**src/core/asc_pkg.sv**
```systemverilog
package asc_pkg;

    // register offsets
    localparam logic [7:0] ADDR_CFG_SIX        = 8'h10;
    localparam logic [7:0] ADDR_VALUE_BASE     = 8'h20;
    localparam logic [7:0] ADDR_VALUE_LAST     = 8'h27;
    localparam logic [7:0] ADDR_FAN1_TACH_MIN_HIGH = 8'h55;
    localparam logic [7:0] ADDR_CFG_TWO        = 8'h73;
    localparam logic [7:0] ADDR_EXT_RES_ONE    = 8'h76;
    localparam logic [7:0] ADDR_EXT_RES_TWO    = 8'h77;
    localparam logic [7:0] ADDR_ATTEN_BYPASS   = 8'h7d;

    // reset values
    localparam logic [7:0] RST_CFG_SIX         = 8'h00;
    localparam logic [7:0] RST_CFG_TWO         = 8'h00;
    localparam logic [7:0] RST_FAN1_TACH_MIN_HIGH  = 8'hff;
    localparam logic [7:0] RST_ATTEN_BYPASS    = 8'h00;
    localparam logic [7:0] RST_READ_DATA       = 8'h00;

    // field positions
    localparam int CFG2_AVG_OFF_BIT    = 4;
    localparam int CFG2_BYPASS_ALL_BIT = 5;
    localparam int CFG2_SINGLE_BIT     = 6;
    localparam int CFG6_SLOW_PASS_BIT  = 7;
    localparam int CHAN_SEL_LSB        = 5;
    localparam int BYPASS_2V5_BIT      = 4;
    localparam int BYPASS_CORE_BIT     = 5;
    localparam int BYPASS_5V_BIT       = 6;
    localparam int BYPASS_12V_BIT      = 7;

    // channel codes, round robin order
    localparam logic [2:0] CH_2V5       = 3'h0;
    localparam logic [2:0] CH_CORE_RAIL = 3'h1;
    localparam logic [2:0] CH_SUPPLY    = 3'h2;
    localparam logic [2:0] CH_5V        = 3'h3;
    localparam logic [2:0] CH_12V       = 3'h4;
    localparam logic [2:0] CH_REMOTE1   = 3'h5;
    localparam logic [2:0] CH_LOCAL     = 3'h6;
    localparam logic [2:0] CH_REMOTE2   = 3'h7;

    // converter figures
    localparam logic [3:0] LAST_READING = 4'hf;
    localparam logic [9:0] FULL_SCALE   = 10'h3ff;

    // timing in microseconds, or in hundreds of microseconds for the _US10 figures, and the clock rate in MHz
    localparam int CLK_MHZ         = 40;
    localparam int VOLT_CONV_US10  = 7;
    localparam int LOCAL_CONV_US10 = 13;
    localparam int REMOTE_CONV_US  = 7000;
    localparam int PASS_US10       = 1465;
    localparam int PASS_SLOW_US    = 240000;

    // times in cycles; every figure divides evenly at this rate
    localparam int VOLT_CONV_CYC   = VOLT_CONV_US10 * 100 * CLK_MHZ;
    localparam int LOCAL_CONV_CYC  = LOCAL_CONV_US10 * 100 * CLK_MHZ;
    localparam int REMOTE_CONV_CYC = REMOTE_CONV_US * CLK_MHZ;
    localparam int PASS_CYC        = PASS_US10 * 100 * CLK_MHZ;
    localparam int PASS_SLOW_CYC   = PASS_SLOW_US * CLK_MHZ;

    typedef struct packed {
        logic [2:0] channel;
        logic       bypass;
    } asc_conv_req_type;

    typedef enum logic [1:0] {
        ST_START = 2'b00,
        ST_CONV  = 2'b01,
        ST_STORE = 2'b10,
        ST_WAIT  = 2'b11
    } asc_seq_state_type;

endpackage

```
**src/core/asc_sequencer.sv**
```systemverilog
`timescale 1ns/1ps
`default_nettype none
module asc_sequencer #(
    parameter int VOLT_CONV_CYC   = asc_pkg::VOLT_CONV_CYC,
    parameter int LOCAL_CONV_CYC  = asc_pkg::LOCAL_CONV_CYC,
    parameter int REMOTE_CONV_CYC = asc_pkg::REMOTE_CONV_CYC,
    parameter int PASS_CYC        = asc_pkg::PASS_CYC,
    parameter int PASS_SLOW_CYC   = asc_pkg::PASS_SLOW_CYC
) (
    input  wire logic                     mclk,
    input  wire logic                     reset_n,
    input  wire logic [7:0]               regAddr,
    input  wire logic                     regWrite,
    input  wire logic [7:0]               regWdata,
    input  wire logic                     regRead,
    output logic      [7:0]               regRdata,
    output logic                          regRvalid,
    output asc_pkg::asc_conv_req_type     convReq,
    output logic                          convStart,
    input  wire logic [9:0]               convData,
    input  wire logic                     convOverrange,
    output logic      [7:0]               tachMinHigh
);
    logic [7:0]                    cfgTwo;
    logic [7:0]                    cfgSix;
    logic [7:0]                    attenBypass;
    asc_pkg::asc_seq_state_type    state;
    logic [2:0]                    rrChan;
    logic [2:0]                    curChan;
    logic                          avgOffAct;
    logic [23:0]                   slotCnt;
    logic [23:0]                   slotLen;
    logic [3:0]                    readCnt;
    logic [13:0]                   acc;
    logic [9:0]                    sample;
    logic [9:0]                    result;
    logic [23:0]                   passCnt;
    logic [23:0]                   passLen;
    logic                          singleMode;
    logic [2:0]                    nextChan;
    logic                          nextBypass;
    logic [4:0]                    frozen;
    logic [1:0]                    lowBits [0:7];
    logic                          storeEn;
    logic [7:0]                    ramData;
    logic                          rdPend;
    logic                          rdFromRam;
    logic [7:0]                    rdHold;
    logic                          isValueAddr;
    logic [7:0]                    tachMinHighReg;

    assign singleMode  = cfgTwo[asc_pkg::CFG2_SINGLE_BIT];
    assign tachMinHigh = tachMinHighReg;
    assign isValueAddr = (regAddr >= asc_pkg::ADDR_VALUE_BASE) && (regAddr <= asc_pkg::ADDR_VALUE_LAST);

    // configuration registers
    always_ff @(posedge mclk) begin
        if (!reset_n) begin
            cfgTwo <= asc_pkg::RST_CFG_TWO;
        end else if (regWrite && regAddr == asc_pkg::ADDR_CFG_TWO) begin
            cfgTwo <= regWdata;
        end
    end

    always_ff @(posedge mclk) begin
        if (!reset_n) begin
            cfgSix <= asc_pkg::RST_CFG_SIX;
        end else if (regWrite && regAddr == asc_pkg::ADDR_CFG_SIX) begin
            cfgSix <= regWdata;
        end
    end

    always_ff @(posedge mclk) begin
        if (!reset_n) begin
            attenBypass <= asc_pkg::RST_ATTEN_BYPASS;
        end else if (regWrite && regAddr == asc_pkg::ADDR_ATTEN_BYPASS) begin
            attenBypass <= regWdata;
        end
    end

    // one byte serves both the fan tach limit and the channel select
    always_ff @(posedge mclk) begin
        if (!reset_n) begin
            tachMinHighReg <= asc_pkg::RST_FAN1_TACH_MIN_HIGH;
        end else if (regWrite && regAddr == asc_pkg::ADDR_FAN1_TACH_MIN_HIGH) begin
            tachMinHighReg <= regWdata;
        end
    end

    // channel and attenuator choice for the conversion about to start
    always_comb begin
        if (singleMode) begin
            nextChan = tachMinHighReg[asc_pkg::CHAN_SEL_LSB +: 3];
        end else begin
            nextChan = rrChan;
        end
        case (nextChan)
            asc_pkg::CH_2V5:       nextBypass = attenBypass[asc_pkg::BYPASS_2V5_BIT];
            asc_pkg::CH_CORE_RAIL: nextBypass = attenBypass[asc_pkg::BYPASS_CORE_BIT];
            asc_pkg::CH_5V:        nextBypass = attenBypass[asc_pkg::BYPASS_5V_BIT];
            asc_pkg::CH_12V:       nextBypass = attenBypass[asc_pkg::BYPASS_12V_BIT];
            default:               nextBypass = 1'b0;
        endcase
        if (nextChan <= asc_pkg::CH_12V && cfgTwo[asc_pkg::CFG2_BYPASS_ALL_BIT]) begin
            nextBypass = 1'b1;
        end
    end

    // slot length follows the latched channel, so a config write cannot stretch a slot
    always_comb begin
        case (curChan)
            asc_pkg::CH_REMOTE1: slotLen = 24'(REMOTE_CONV_CYC);
            asc_pkg::CH_REMOTE2: slotLen = 24'(REMOTE_CONV_CYC);
            asc_pkg::CH_LOCAL:   slotLen = 24'(LOCAL_CONV_CYC);
            default:             slotLen = 24'(VOLT_CONV_CYC);
        endcase
    end

    assign sample  = convOverrange ? asc_pkg::FULL_SCALE : convData;
    assign result  = avgOffAct ? acc[9:0] : acc[13:4];
    assign storeEn = (state == asc_pkg::ST_STORE) && !(curChan <= asc_pkg::CH_12V && frozen[curChan]);
    assign passLen = cfgSix[asc_pkg::CFG6_SLOW_PASS_BIT] ? 24'(PASS_SLOW_CYC) : 24'(PASS_CYC);

    // conversion sequencer
    always_ff @(posedge mclk) begin
        if (!reset_n) begin
            state     <= asc_pkg::ST_START;
            rrChan    <= asc_pkg::CH_2V5;
            curChan   <= asc_pkg::CH_2V5;
            avgOffAct <= 1'b0;
            slotCnt   <= 24'h000000;
            readCnt   <= 4'h0;
            acc       <= 14'h0000;
            convReq   <= '0;
            convStart <= 1'b0;
        end else begin
            case (state)
                asc_pkg::ST_START: begin
                    curChan   <= nextChan;
                    avgOffAct <= cfgTwo[asc_pkg::CFG2_AVG_OFF_BIT];
                    convReq   <= '{channel: nextChan, bypass: nextBypass};
                    convStart <= 1'b1;
                    slotCnt   <= 24'h000000;
                    readCnt   <= 4'h0;
                    acc       <= 14'h0000;
                    state     <= asc_pkg::ST_CONV;
                end
                asc_pkg::ST_CONV: begin
                    convStart <= 1'b0;
                    if (slotCnt == slotLen - 24'h000001) begin
                        slotCnt <= 24'h000000;
                        acc     <= acc + {4'h0, sample};
                        if (avgOffAct || readCnt == asc_pkg::LAST_READING) begin
                            state <= asc_pkg::ST_STORE;
                        end else begin
                            readCnt   <= readCnt + 4'h1;
                            convStart <= 1'b1;
                        end
                    end else begin
                        slotCnt <= slotCnt + 24'h000001;
                    end
                end
                asc_pkg::ST_STORE: begin
                    if (singleMode) begin
                        state <= asc_pkg::ST_START;
                    end else if (rrChan == asc_pkg::CH_REMOTE2) begin
                        rrChan <= asc_pkg::CH_2V5;
                        state  <= avgOffAct ? asc_pkg::ST_START : asc_pkg::ST_WAIT;
                    end else begin
                        rrChan <= rrChan + 3'h1;
                        state  <= asc_pkg::ST_START;
                    end
                end
                asc_pkg::ST_WAIT: begin
                    if (passCnt >= passLen - 24'h000001) begin
                        state <= asc_pkg::ST_START;
                    end
                end
                default: begin
                    state <= asc_pkg::ST_START;
                end
            endcase
        end
    end

    // pass timer restarts as each round robin pass begins at the first channel, averaged or not
    always_ff @(posedge mclk) begin
        if (!reset_n) begin
            passCnt <= 24'h000000;
        end else if (state == asc_pkg::ST_START && !singleMode && rrChan == asc_pkg::CH_2V5) begin
            passCnt <= 24'h000000;
        end else if (passCnt != 24'hffffff) begin
            passCnt <= passCnt + 24'h000001;
        end
    end

    // low two bits of each result, kept beside the ram for the extended reads
    always_ff @(posedge mclk) begin
        if (!reset_n) begin
            for (int i = 0; i < 8; i++) begin
                lowBits[i] <= 2'b00;
            end
        end else if (storeEn) begin
            lowBits[curChan] <= result[1:0];
        end
    end

    // freeze flags; ext and value reads hit different addresses so never collide
    always_ff @(posedge mclk) begin
        if (!reset_n) begin
            frozen <= 5'h00;
        end else if (regRead) begin
            if (regAddr == asc_pkg::ADDR_EXT_RES_ONE) begin
                frozen[3:0] <= 4'hf;
            end else if (regAddr == asc_pkg::ADDR_EXT_RES_TWO) begin
                frozen[4] <= 1'b1;
            end else if (isValueAddr && regAddr[2:0] <= asc_pkg::CH_12V) begin
                frozen[regAddr[2:0]] <= 1'b0;
            end
        end
    end

    asc_value_ram u_value_ram (
        .mclk    (mclk),
        .reset_n (reset_n),
        .wrEn    (storeEn),
        .wrAddr  (curChan),
        .wrData  (result[9:2]),
        .rdAddr  (regAddr[2:0]),
        .rdData  (ramData)
    );

    // read path: first stage captures, second stage presents
    always_ff @(posedge mclk) begin
        if (!reset_n) begin
            rdPend    <= 1'b0;
            rdFromRam <= 1'b0;
            rdHold    <= asc_pkg::RST_READ_DATA;
        end else begin
            rdPend    <= regRead;
            rdFromRam <= isValueAddr;
            case (regAddr)
                asc_pkg::ADDR_CFG_TWO:        rdHold <= cfgTwo;
                asc_pkg::ADDR_CFG_SIX:        rdHold <= cfgSix;
                asc_pkg::ADDR_ATTEN_BYPASS:   rdHold <= attenBypass;
                asc_pkg::ADDR_FAN1_TACH_MIN_HIGH: rdHold <= tachMinHighReg;
                asc_pkg::ADDR_EXT_RES_ONE:    rdHold <= {lowBits[3], lowBits[2], lowBits[1], lowBits[0]};
                asc_pkg::ADDR_EXT_RES_TWO:    rdHold <= {lowBits[7], lowBits[6], lowBits[5], lowBits[4]};
                default:                      rdHold <= asc_pkg::RST_READ_DATA;
            endcase
        end
    end

    always_ff @(posedge mclk) begin
        if (!reset_n) begin
            regRdata  <= asc_pkg::RST_READ_DATA;
            regRvalid <= 1'b0;
        end else begin
            regRvalid <= rdPend;
            if (rdPend) begin
                regRdata <= rdFromRam ? ramData : rdHold;
            end
        end
    end
endmodule // asc_sequencer
`default_nettype wire

```
**src/core/asc_value_ram.sv**
```systemverilog
`timescale 1ns/1ps
`default_nettype none
module asc_value_ram (
    input  wire logic       mclk,
    input  wire logic       reset_n,
    input  wire logic       wrEn,
    input  wire logic [2:0] wrAddr,
    input  wire logic [7:0] wrData,
    input  wire logic [2:0] rdAddr,
    output logic      [7:0] rdData
);
    logic [7:0] mem [0:7];

    // contents cleared so every value register reads zero before its first result
    always_ff @(posedge mclk) begin
        if (!reset_n) begin
            for (int i = 0; i < 8; i++) begin
                mem[i] <= 8'h00;
            end
        end else if (wrEn) begin
            mem[wrAddr] <= wrData;
        end
    end

    always_ff @(posedge mclk) begin
        if (!reset_n) begin
            rdData <= 8'h00;
        end else begin
            rdData <= mem[rdAddr];
        end
    end
endmodule // asc_value_ram
`default_nettype wire

```
**config.mk**
```make
export PLATFORM = sky130hd
export DESIGN_NAME = asc_sequencer
export DESIGN_NICKNAME = d
export VERILOG_FILES = /design/src/core/asc_pkg.sv /design/src/core/asc_sequencer.sv /design/src/core/asc_value_ram.sv
export SDC_FILE = /design/constraint.sdc
export NUM_CORES = 1
export LEC_CHECK = 0
export ABC_AREA = 1
export BUFFER_PORTS_ARGS = -buffer_cell sky130_fd_sc_hd__buf_2
export CAP_MARGIN = 25
export CORE_UTILIZATION = 55
export CTS_CLUSTER_DIAMETER = 50
export DETAILED_ROUTE_END_ITERATION = 8
export HOLD_SLACK_MARGIN = 0.03
export PLACE_DENSITY_LB_ADDON = 0.12
export SYNTH_ARGS = -nofsm -noshare
export SYNTH_HDL_FRONTEND = slang
export SYNTH_SLANG_ARGS = --single-unit
export TNS_END_PERCENT = 5
```
**constraint.sdc**
```tcl
create_clock -name mclk -period 3.7 [get_ports mclk]
set_input_delay 0.74 -clock mclk [delete_from_list [all_inputs] [get_ports mclk]]
set_output_delay 0.74 -clock mclk [all_outputs]
set_load 0.005 [all_outputs]
```
==> flow_summary.json, run 1 <==
{
  "met3WireLength_um": 1960,
  "areaGrowthSynthToFinish_pct": 12.3,
  "seqPwrFrac_pct": 46.9,
  "final_layout_size_suffix_gt1_share_pct": 9.62,
  "syn_nets": 1505,
  "top_layer": "met4",
  "dp_hpwl_um": 20700,
  "ys_seq_elements": 221,
  "holdPathStages": 2,
  "outcome": "complete, no violations",
  "synth_top_family_by_area": "simple AND/OR/NAND/NOR gates",
  "p_int_mw": 4.31,
  "synth-edff-count": 80,
  "final.min_clock_period_ns": 2.99,
  "drt-total-wl_um": 28300,
  "drv_slew": 0,
  "critical_path_class": "reg2reg",
  "switching_power_mw": 1.27,
  "drtPass1Iterations": 5,
  "core_um2": 19700,
  "rows": 51,
  "leakagePower_nw": 5.02,
  "clkTransAtPathRegs_ns": 0.06,
  "syn_area_um2": 11100,
  "grt_max_degree": 61,
  "start_kind": "register",
  "rsz0062_at_grt": "no",
  "post-route-period-util_pct": 80.8,
  "synth-simple-area-share_pct": 27.9,
  "synth_compound_area_share_pct": 11.8,
  "cts_root_buf": "clkbuf_16",
  "dominantRegCellSynth": "dfxtp_1",
  "ys_seq_area_share_pct": 46.9,
  "clk_latency_ns": 0.53,
  "synth_fa_ha_area_share_pct": 3.32,
  "cts_resized": 0,
  "start_util_pct": 56.7,
  "regArea_um2": 5230,
  "fp.dieW_um": 144,
  "path_max_fanout": 20,
  "ant_nets": 0,
  "final_cells": 1772,
  "r2r_cells": 6,
  "multi_input_area_um2": 5110,
  "met1_length_um": 13200,
  "grt_pass1_vias": 9029,
  "vias": 9761,
  "skew_ns": 0.0119,
  "synth_cell_type_count": 50,
  "cts_sinks": 221,
  "cp.required_ns": 3.88,
  "max-slew-margin-rel_pct": 39.2,
  "yosys_warnings": 0,
  "hold_class": "reg2reg",
  "antenna_cells": 0,
  "wire_per_inst_um": 16.0,
  "p_per_area_nw_per_um2": 445,
  "finalHoldViolCount": 0,
  "max_freq_mhz": 335,
  "drt_iter0_drc": 1045,
  "worst_pin_slew_ns": 0.905,
  "htreeDepth": 1,
  "swShare_pct": 22.8,
  "drc": 0,
  "die_h_um": 144,
  "synthMuxAreaShare_pct": 0,
  "grt_use_total_pct": 28.2,
  "clockBufferDepth": 3,
  "ctsHoldBuffers": 0,
  "routabilityCongestion": 0.976,
  "cts_tree": "yes",
  "grt_remaining_overflow": 0,
  "synth_xor_area_share_pct": 2.83,
  "final_cell_mix": "nand2_1, nor2_1, inv_1, dfxtp_1, o21ai_0",
  "tns_ns": 0,
  "cts_buffers": 27,
  "dieArea_um2": 20800,
  "clockPowerShare_pct": 47.9,
  "pin_count": 53,
  "viasPerCell": 5.51,
  "nets": 1547,
  "critPathCaptureType": "register",
  "antenna_found_initial": 0,
  "avgSynthCellArea_um2": 7.72,
  "p_total_mw": 5.58,
  "dp_cells": 1723,
  "finalSetupViolCount": 0,
  "syn-instance-count": 1445,
  "n_fill_cell": 1805,
  "wl_met2_um": 12700,
  "ir_worst_vdd_mv": 0.350,
  "numPortBuffers": 52,
  "arrival_ns": 3.17,
  "maxCapViolations": 0,
  "final_common_cell": "nand2_1",
  "power_frac_comb_pct": 5.2,
  "post_cts_buffers": 0,
  "async_flop_share_pct": 0,
  "grt_pass1_wl_um": 46000
}
-- path summary, 6_finish.rpt --
check,startpoint,end,slack [ns]
setup reg to reg,state[1]$_SDFFE_PN0P_,u_value_ram.mem[1][7]$_SDFFCE_PN0P_,0.71
setup / recovery,state[1]$_SDFFE_PN0P_,u_value_ram.mem[1][7]$_SDFFCE_PN0P_,0.71
hold / removal,attenBypass[0]$_SDFFE_PN0P_,attenBypass[0]$_SDFFE_PN0P_,0.46
hold reg to reg,attenBypass[0]$_SDFFE_PN0P_,attenBypass[0]$_SDFFE_PN0P_,0.46
-- cell usage after synthesis (13+ instances only) --
library cell,n,area share (%)
ha_1,28,3.1
a31oi_1,13,0.73
edfxtp_1,80,22
nor3_1,36,1.6
inv_1,154,5.2
or2_2,18,1.0
buf_2,17,0.76
clkbuf_1,29,0.98
nand3_1,83,3.7
o21ai_0,84,3.8
dfxtp_1,141,25
a22oi_1,16,1.1
a21oi_1,69,3.1
nand4_1,37,2.1
xor2_1,30,2.4
nand2_1,321,11
nor2_1,204,6.9
-- cells by family (layout without fill, tap and decap cells) --
logic type	after synthesis	count (layout)
buffers and inverters	209	271
adders and majority gates	29	29
AOI/OAI and AO/OA	227	227
and+or+nand+nor	723	723
xor gates and xnor gates	36	36
DFF	221	221
-- metrics by stage --
| stage | instance area [um2] | utilization (%) | hold WS, ns | worst slack, ns |
|---|---|---|---|---|
| finish | 12500 | 63.7 | 0.458 | 0.712 |
| global route | 12500 | 63.7 | 0.463 | 0.419 |
| CTS | 12500 | 63.7 | 0.440 | 0.753 |
| detailed placement | 11600 | 59.0 | 0.451 | 0.779 |
| global placement | 11600 | 59.0 | 0.437 | 0.896 |
| floorplan | 11100 | - | 0.425 | 1.35 |
-- state kept, by name, summed over array words and instances, names as in the netlist, 3 cells and up --
register            flops
acc                    14
attenBypass             8
cfgSix                  8
cfgTwo                  8
curChan                 3
frozen                  5
lowBits                16
passCnt                24
rdHold                  8
readCnt                 4
regRdata                8
rrChan                  3
slotCnt                24
tachMinHigh             8
u_value_ram.mem        64
u_value_ram.rdData      8
-- metal layers --
metal	track usage, %	vias up
li1	-	4899
met1	40.3	4464
met2	45.3	356
met3	3.61	42
met4	6.98	0
met5	0	-
-- power by group through the flow --
stage               registers (mW)  logic (mW)  clock network, mW
floorplan                     2.65       0.198                  0
global placement              2.66       0.283                  0
detailed placement            2.67       0.287                  0
CTS                           2.61       0.289               2.70
global route                  2.62       0.326               2.83
finish                        2.61       0.290               2.67
-- critical path, cell delays in order, from the launching register on --
cell and delay, ns:
dfxtp_1 0.57, inv_1 0.41, nor2_1 0.27, nand2_1 0.14
a211oi_4 0.46, nand2_1 0.34, nand2_1 0.45
-- layout make-up --
class	count	area share [%]
Inverter	160	4.80
Tap cell	265	2.65
Multi-Input combinational cell	1015	40.8
Clock inverter	12	1.01
Clock buffer	37	6.36
Sequential cell	221	41.7
Timing Repair Buffer	62	2.68
Note: power is estimated with default switching activity, not from simulation.
==> run 2, diff against run 1 <==
==> constraint.sdc (replaced) <==
create_clock -name mclk -period 2.4 [get_ports mclk]
set_input_delay 0.48 -clock mclk [delete_from_list [all_inputs] [get_ports mclk]]
set_output_delay 0.48 -clock mclk [all_outputs]
set_load 0.005 [all_outputs]
==> run 2 against run 1 <==
Against the previous run:
- critical path depth grew 9
- hold slack lost 0.25 ns
- sequential share of layout area shrank 1.4 points
- register-to-register slack lost 0.55 ns
- power grew 58%
- highest routed layer unchanged
- flip-flop and latch count is the same
- via count grew 2.2%
- clock power grew 61%
- combinational power grew 76%
- clock skew grew 0.0060 ns
- count of clock-buffer cells in the layout grew 1
- die area is the same
==> flow_summary.json, run 2 (synthesized netlist as in run 1, its figures left out) <==
{
  "outcome": "complete, no violations",
  "cts_tree": "yes",
  "post-route-period-util_pct": 93.1,
  "p_per_area_nw_per_um2": 679,
  "drc": 0,
  "antenna_found_initial": 0,
  "regMostFlops": "u_value_ram.mem",
  "start_util_pct": 56.7,
  "clkTransAtPathRegs_ns": 0.06,
  "drv_slew": 0,
  "nets": 1588,
  "arrival_ns": 2.68,
  "grt_pass1_wl_um": 45400,
  "clk_latency_ns": 0.53,
  "start_kind": "register",
  "cts_root_buf": "clkbuf_16",
  "drtPass1Iterations": 6,
  "finalHoldViolCount": 0,
  "viasPerCell": 5.49,
  "setup_ws_ns": 0.165,
  "core_um2": 19700,
  "dp_hpwl_um": 20200,
  "pin_count": 53,
  "cpPeakStageDelay_ns": 0.37,
  "finalSetupViolCount": 0,
  "critPathBufInv": 4,
  "grt_pass1_vias": 9099,
  "cpMaxStageDelayCell": "dfxtp_4",
  "path_max_fanout": 5,
  "final.min_clock_period_ns": 2.23,
  "p_total_mw": 8.82,
  "grt_max_degree": 34,
  "vias": 9973,
  "die_h_um": 144,
  "htreeDepth": 1,
  "dieArea_um2": 20800,
  "cp.required_ns": 2.84,
  "max-slew-margin-rel_pct": 25.4,
  "worst_pin_slew_ns": 1.11,
  "final_common_cell": "nand2_1",
  "clockBufferDepth": 3,
  "areaGrowthSynthToFinish_pct": 16.5,
  "fin_area_um2": 13000,
  "dpl-instance-area_um2": 11900,
  "largest_register_ffs": 64,
  "drt-total-wl_um": 28100,
  "rows": 51,
  "pre_cts_slack_ns": -0.0246,
  "grt_use_total_pct": 27.6,
  "wire_per_inst_um": 15.5,
  "largestRegisters": "u_value_ram.mem (64), passCnt (24), slotCnt (24)",
  "cp_cell_sequence": "buf_4 -> nand3_4 -> inv_2 -> ha_4 -> inv_1 -> nand2_1 -> nand2_1 -> nor2_1 -> nand3_1 -> nor2_4 -> nand2_4 -> nor3_4 -> buf_4 -> nand3_1 -> o21ai_0",
  "leakagePower_nw": 5.24,
  "cts_buffers": 28,
  "ant_nets": 0,
  "final_cell_mix": "nand2_1, nor2_1, inv_1, dfxtp_1, o21ai_0",
  "skew_ns": 0.0179,
  "max_freq_mhz": 448,
  "final_layout_size_suffix_gt1_share_pct": 12.8,
  "routabilityCongestion": 0.946,
  "critical_path_class": "reg2reg",
  "drt_iter0_drc": 857,
  "cp_top_family": "simple AND/OR/NAND/NOR gates",
  "fp.dieW_um": 144,
  "grt_remaining_overflow": 0,
  "critPathCaptureType": "register",
  "antenna_cells": 0,
  "ir_worst_vdd_mv": 0.484,
  "hold_class": "in2reg",
  "numPortBuffers": 52,
  "maxCapViolations": 0,
  "cts_sinks": 221
}
run 2: stage by stage:
stage | util (%) | instances | TNS [ns] | hold slack [ns]
5_1_grt | 66.1 | 1815 | -0.00329 | 0.200
6_report | 66.1 | 1815 | 0 | 0.207
2_1_floorplan | - | 1445 | 0 | 0.425
3_3_place_gp | 60.4 | 1757 | 0 | 0.440
3_5_place_dp | 60.5 | 1758 | -0.0426 | 0.442
4_1_cts | 65.4 | 1810 | 0 | 0.186
run 2: timing repair:
action | 4_1_cts | 5_1_grt
resized for setup | 0 | 25
hold buffers | 0 | 0
buffers inserted | 0 | 3
endpoints found under the setup margin | 0 | 39
run 2: area by class of cell:
| cell class | instances | area [um2] |
|---|---|---|
| clock buffer | 38 | 822 |
| clock inverter | 14 | 150 |
| fill | 1747 | 6660 |
| inverter | 160 | 601 |
| multi-input combinational | 1015 | 5190 |
| sequential | 221 | 5230 |
| tap | 265 | 332 |
| timing repair buffer | 102 | 659 |
run 2: path summary, 6_finish.rpt:
path	startpoint	endpoint	slack (ns)	cells after the start
hold reg to reg	attenBypass[2]$_SDFFE_PN0P_	attenBypass[2]$_SDFFE_PN0P_	0.45	2
setup / recovery	curChan[2]$_SDFFE_PN0P_	acc[9]$_SDFFE_PN0P_	0.17	15
hold / removal	regRead	rdPend$_SDFF_PN0_	0.21	3
setup reg to reg	curChan[2]$_SDFFE_PN0P_	acc[9]$_SDFFE_PN0P_	0.17	15
run 2: power by group:
part | switching, mW | total [mW] | internal (mW) | leakage, nW
logic | 0.342 | 0.511 | 0.169 | 2.79
registers | 0.0494 | 4.02 | 3.97 | 1.97
clock network | 1.65 | 4.29 | 2.64 | 0.474
run 2: worst register-to-register path: stages, from the launching register on:
cell     delay [ns]
dfxtp_4        0.37
buf_4          0.15
nand3_4        0.11
inv_2          0.07
ha_4           0.26
inv_1          0.03
nand2_1        0.07
nand2_1        0.05
nor2_1         0.10
nand3_1        0.11
nor2_4         0.18
nand2_4        0.09
nor3_4         0.24
buf_4          0.18
nand3_1        0.06
o21ai_0        0.07
run 2: metal layers:
metal | vias to the layer above | wire length, um | GRT usage (%)
li1 | 4982 | - | -
met1 | 4556 | 12700 | 38.9
met2 | 384 | 12300 | 43.3
met3 | 51 | 2350 | 5.13
met4 | 0 | 661 | 8.03
met5 | - | 0 | 0
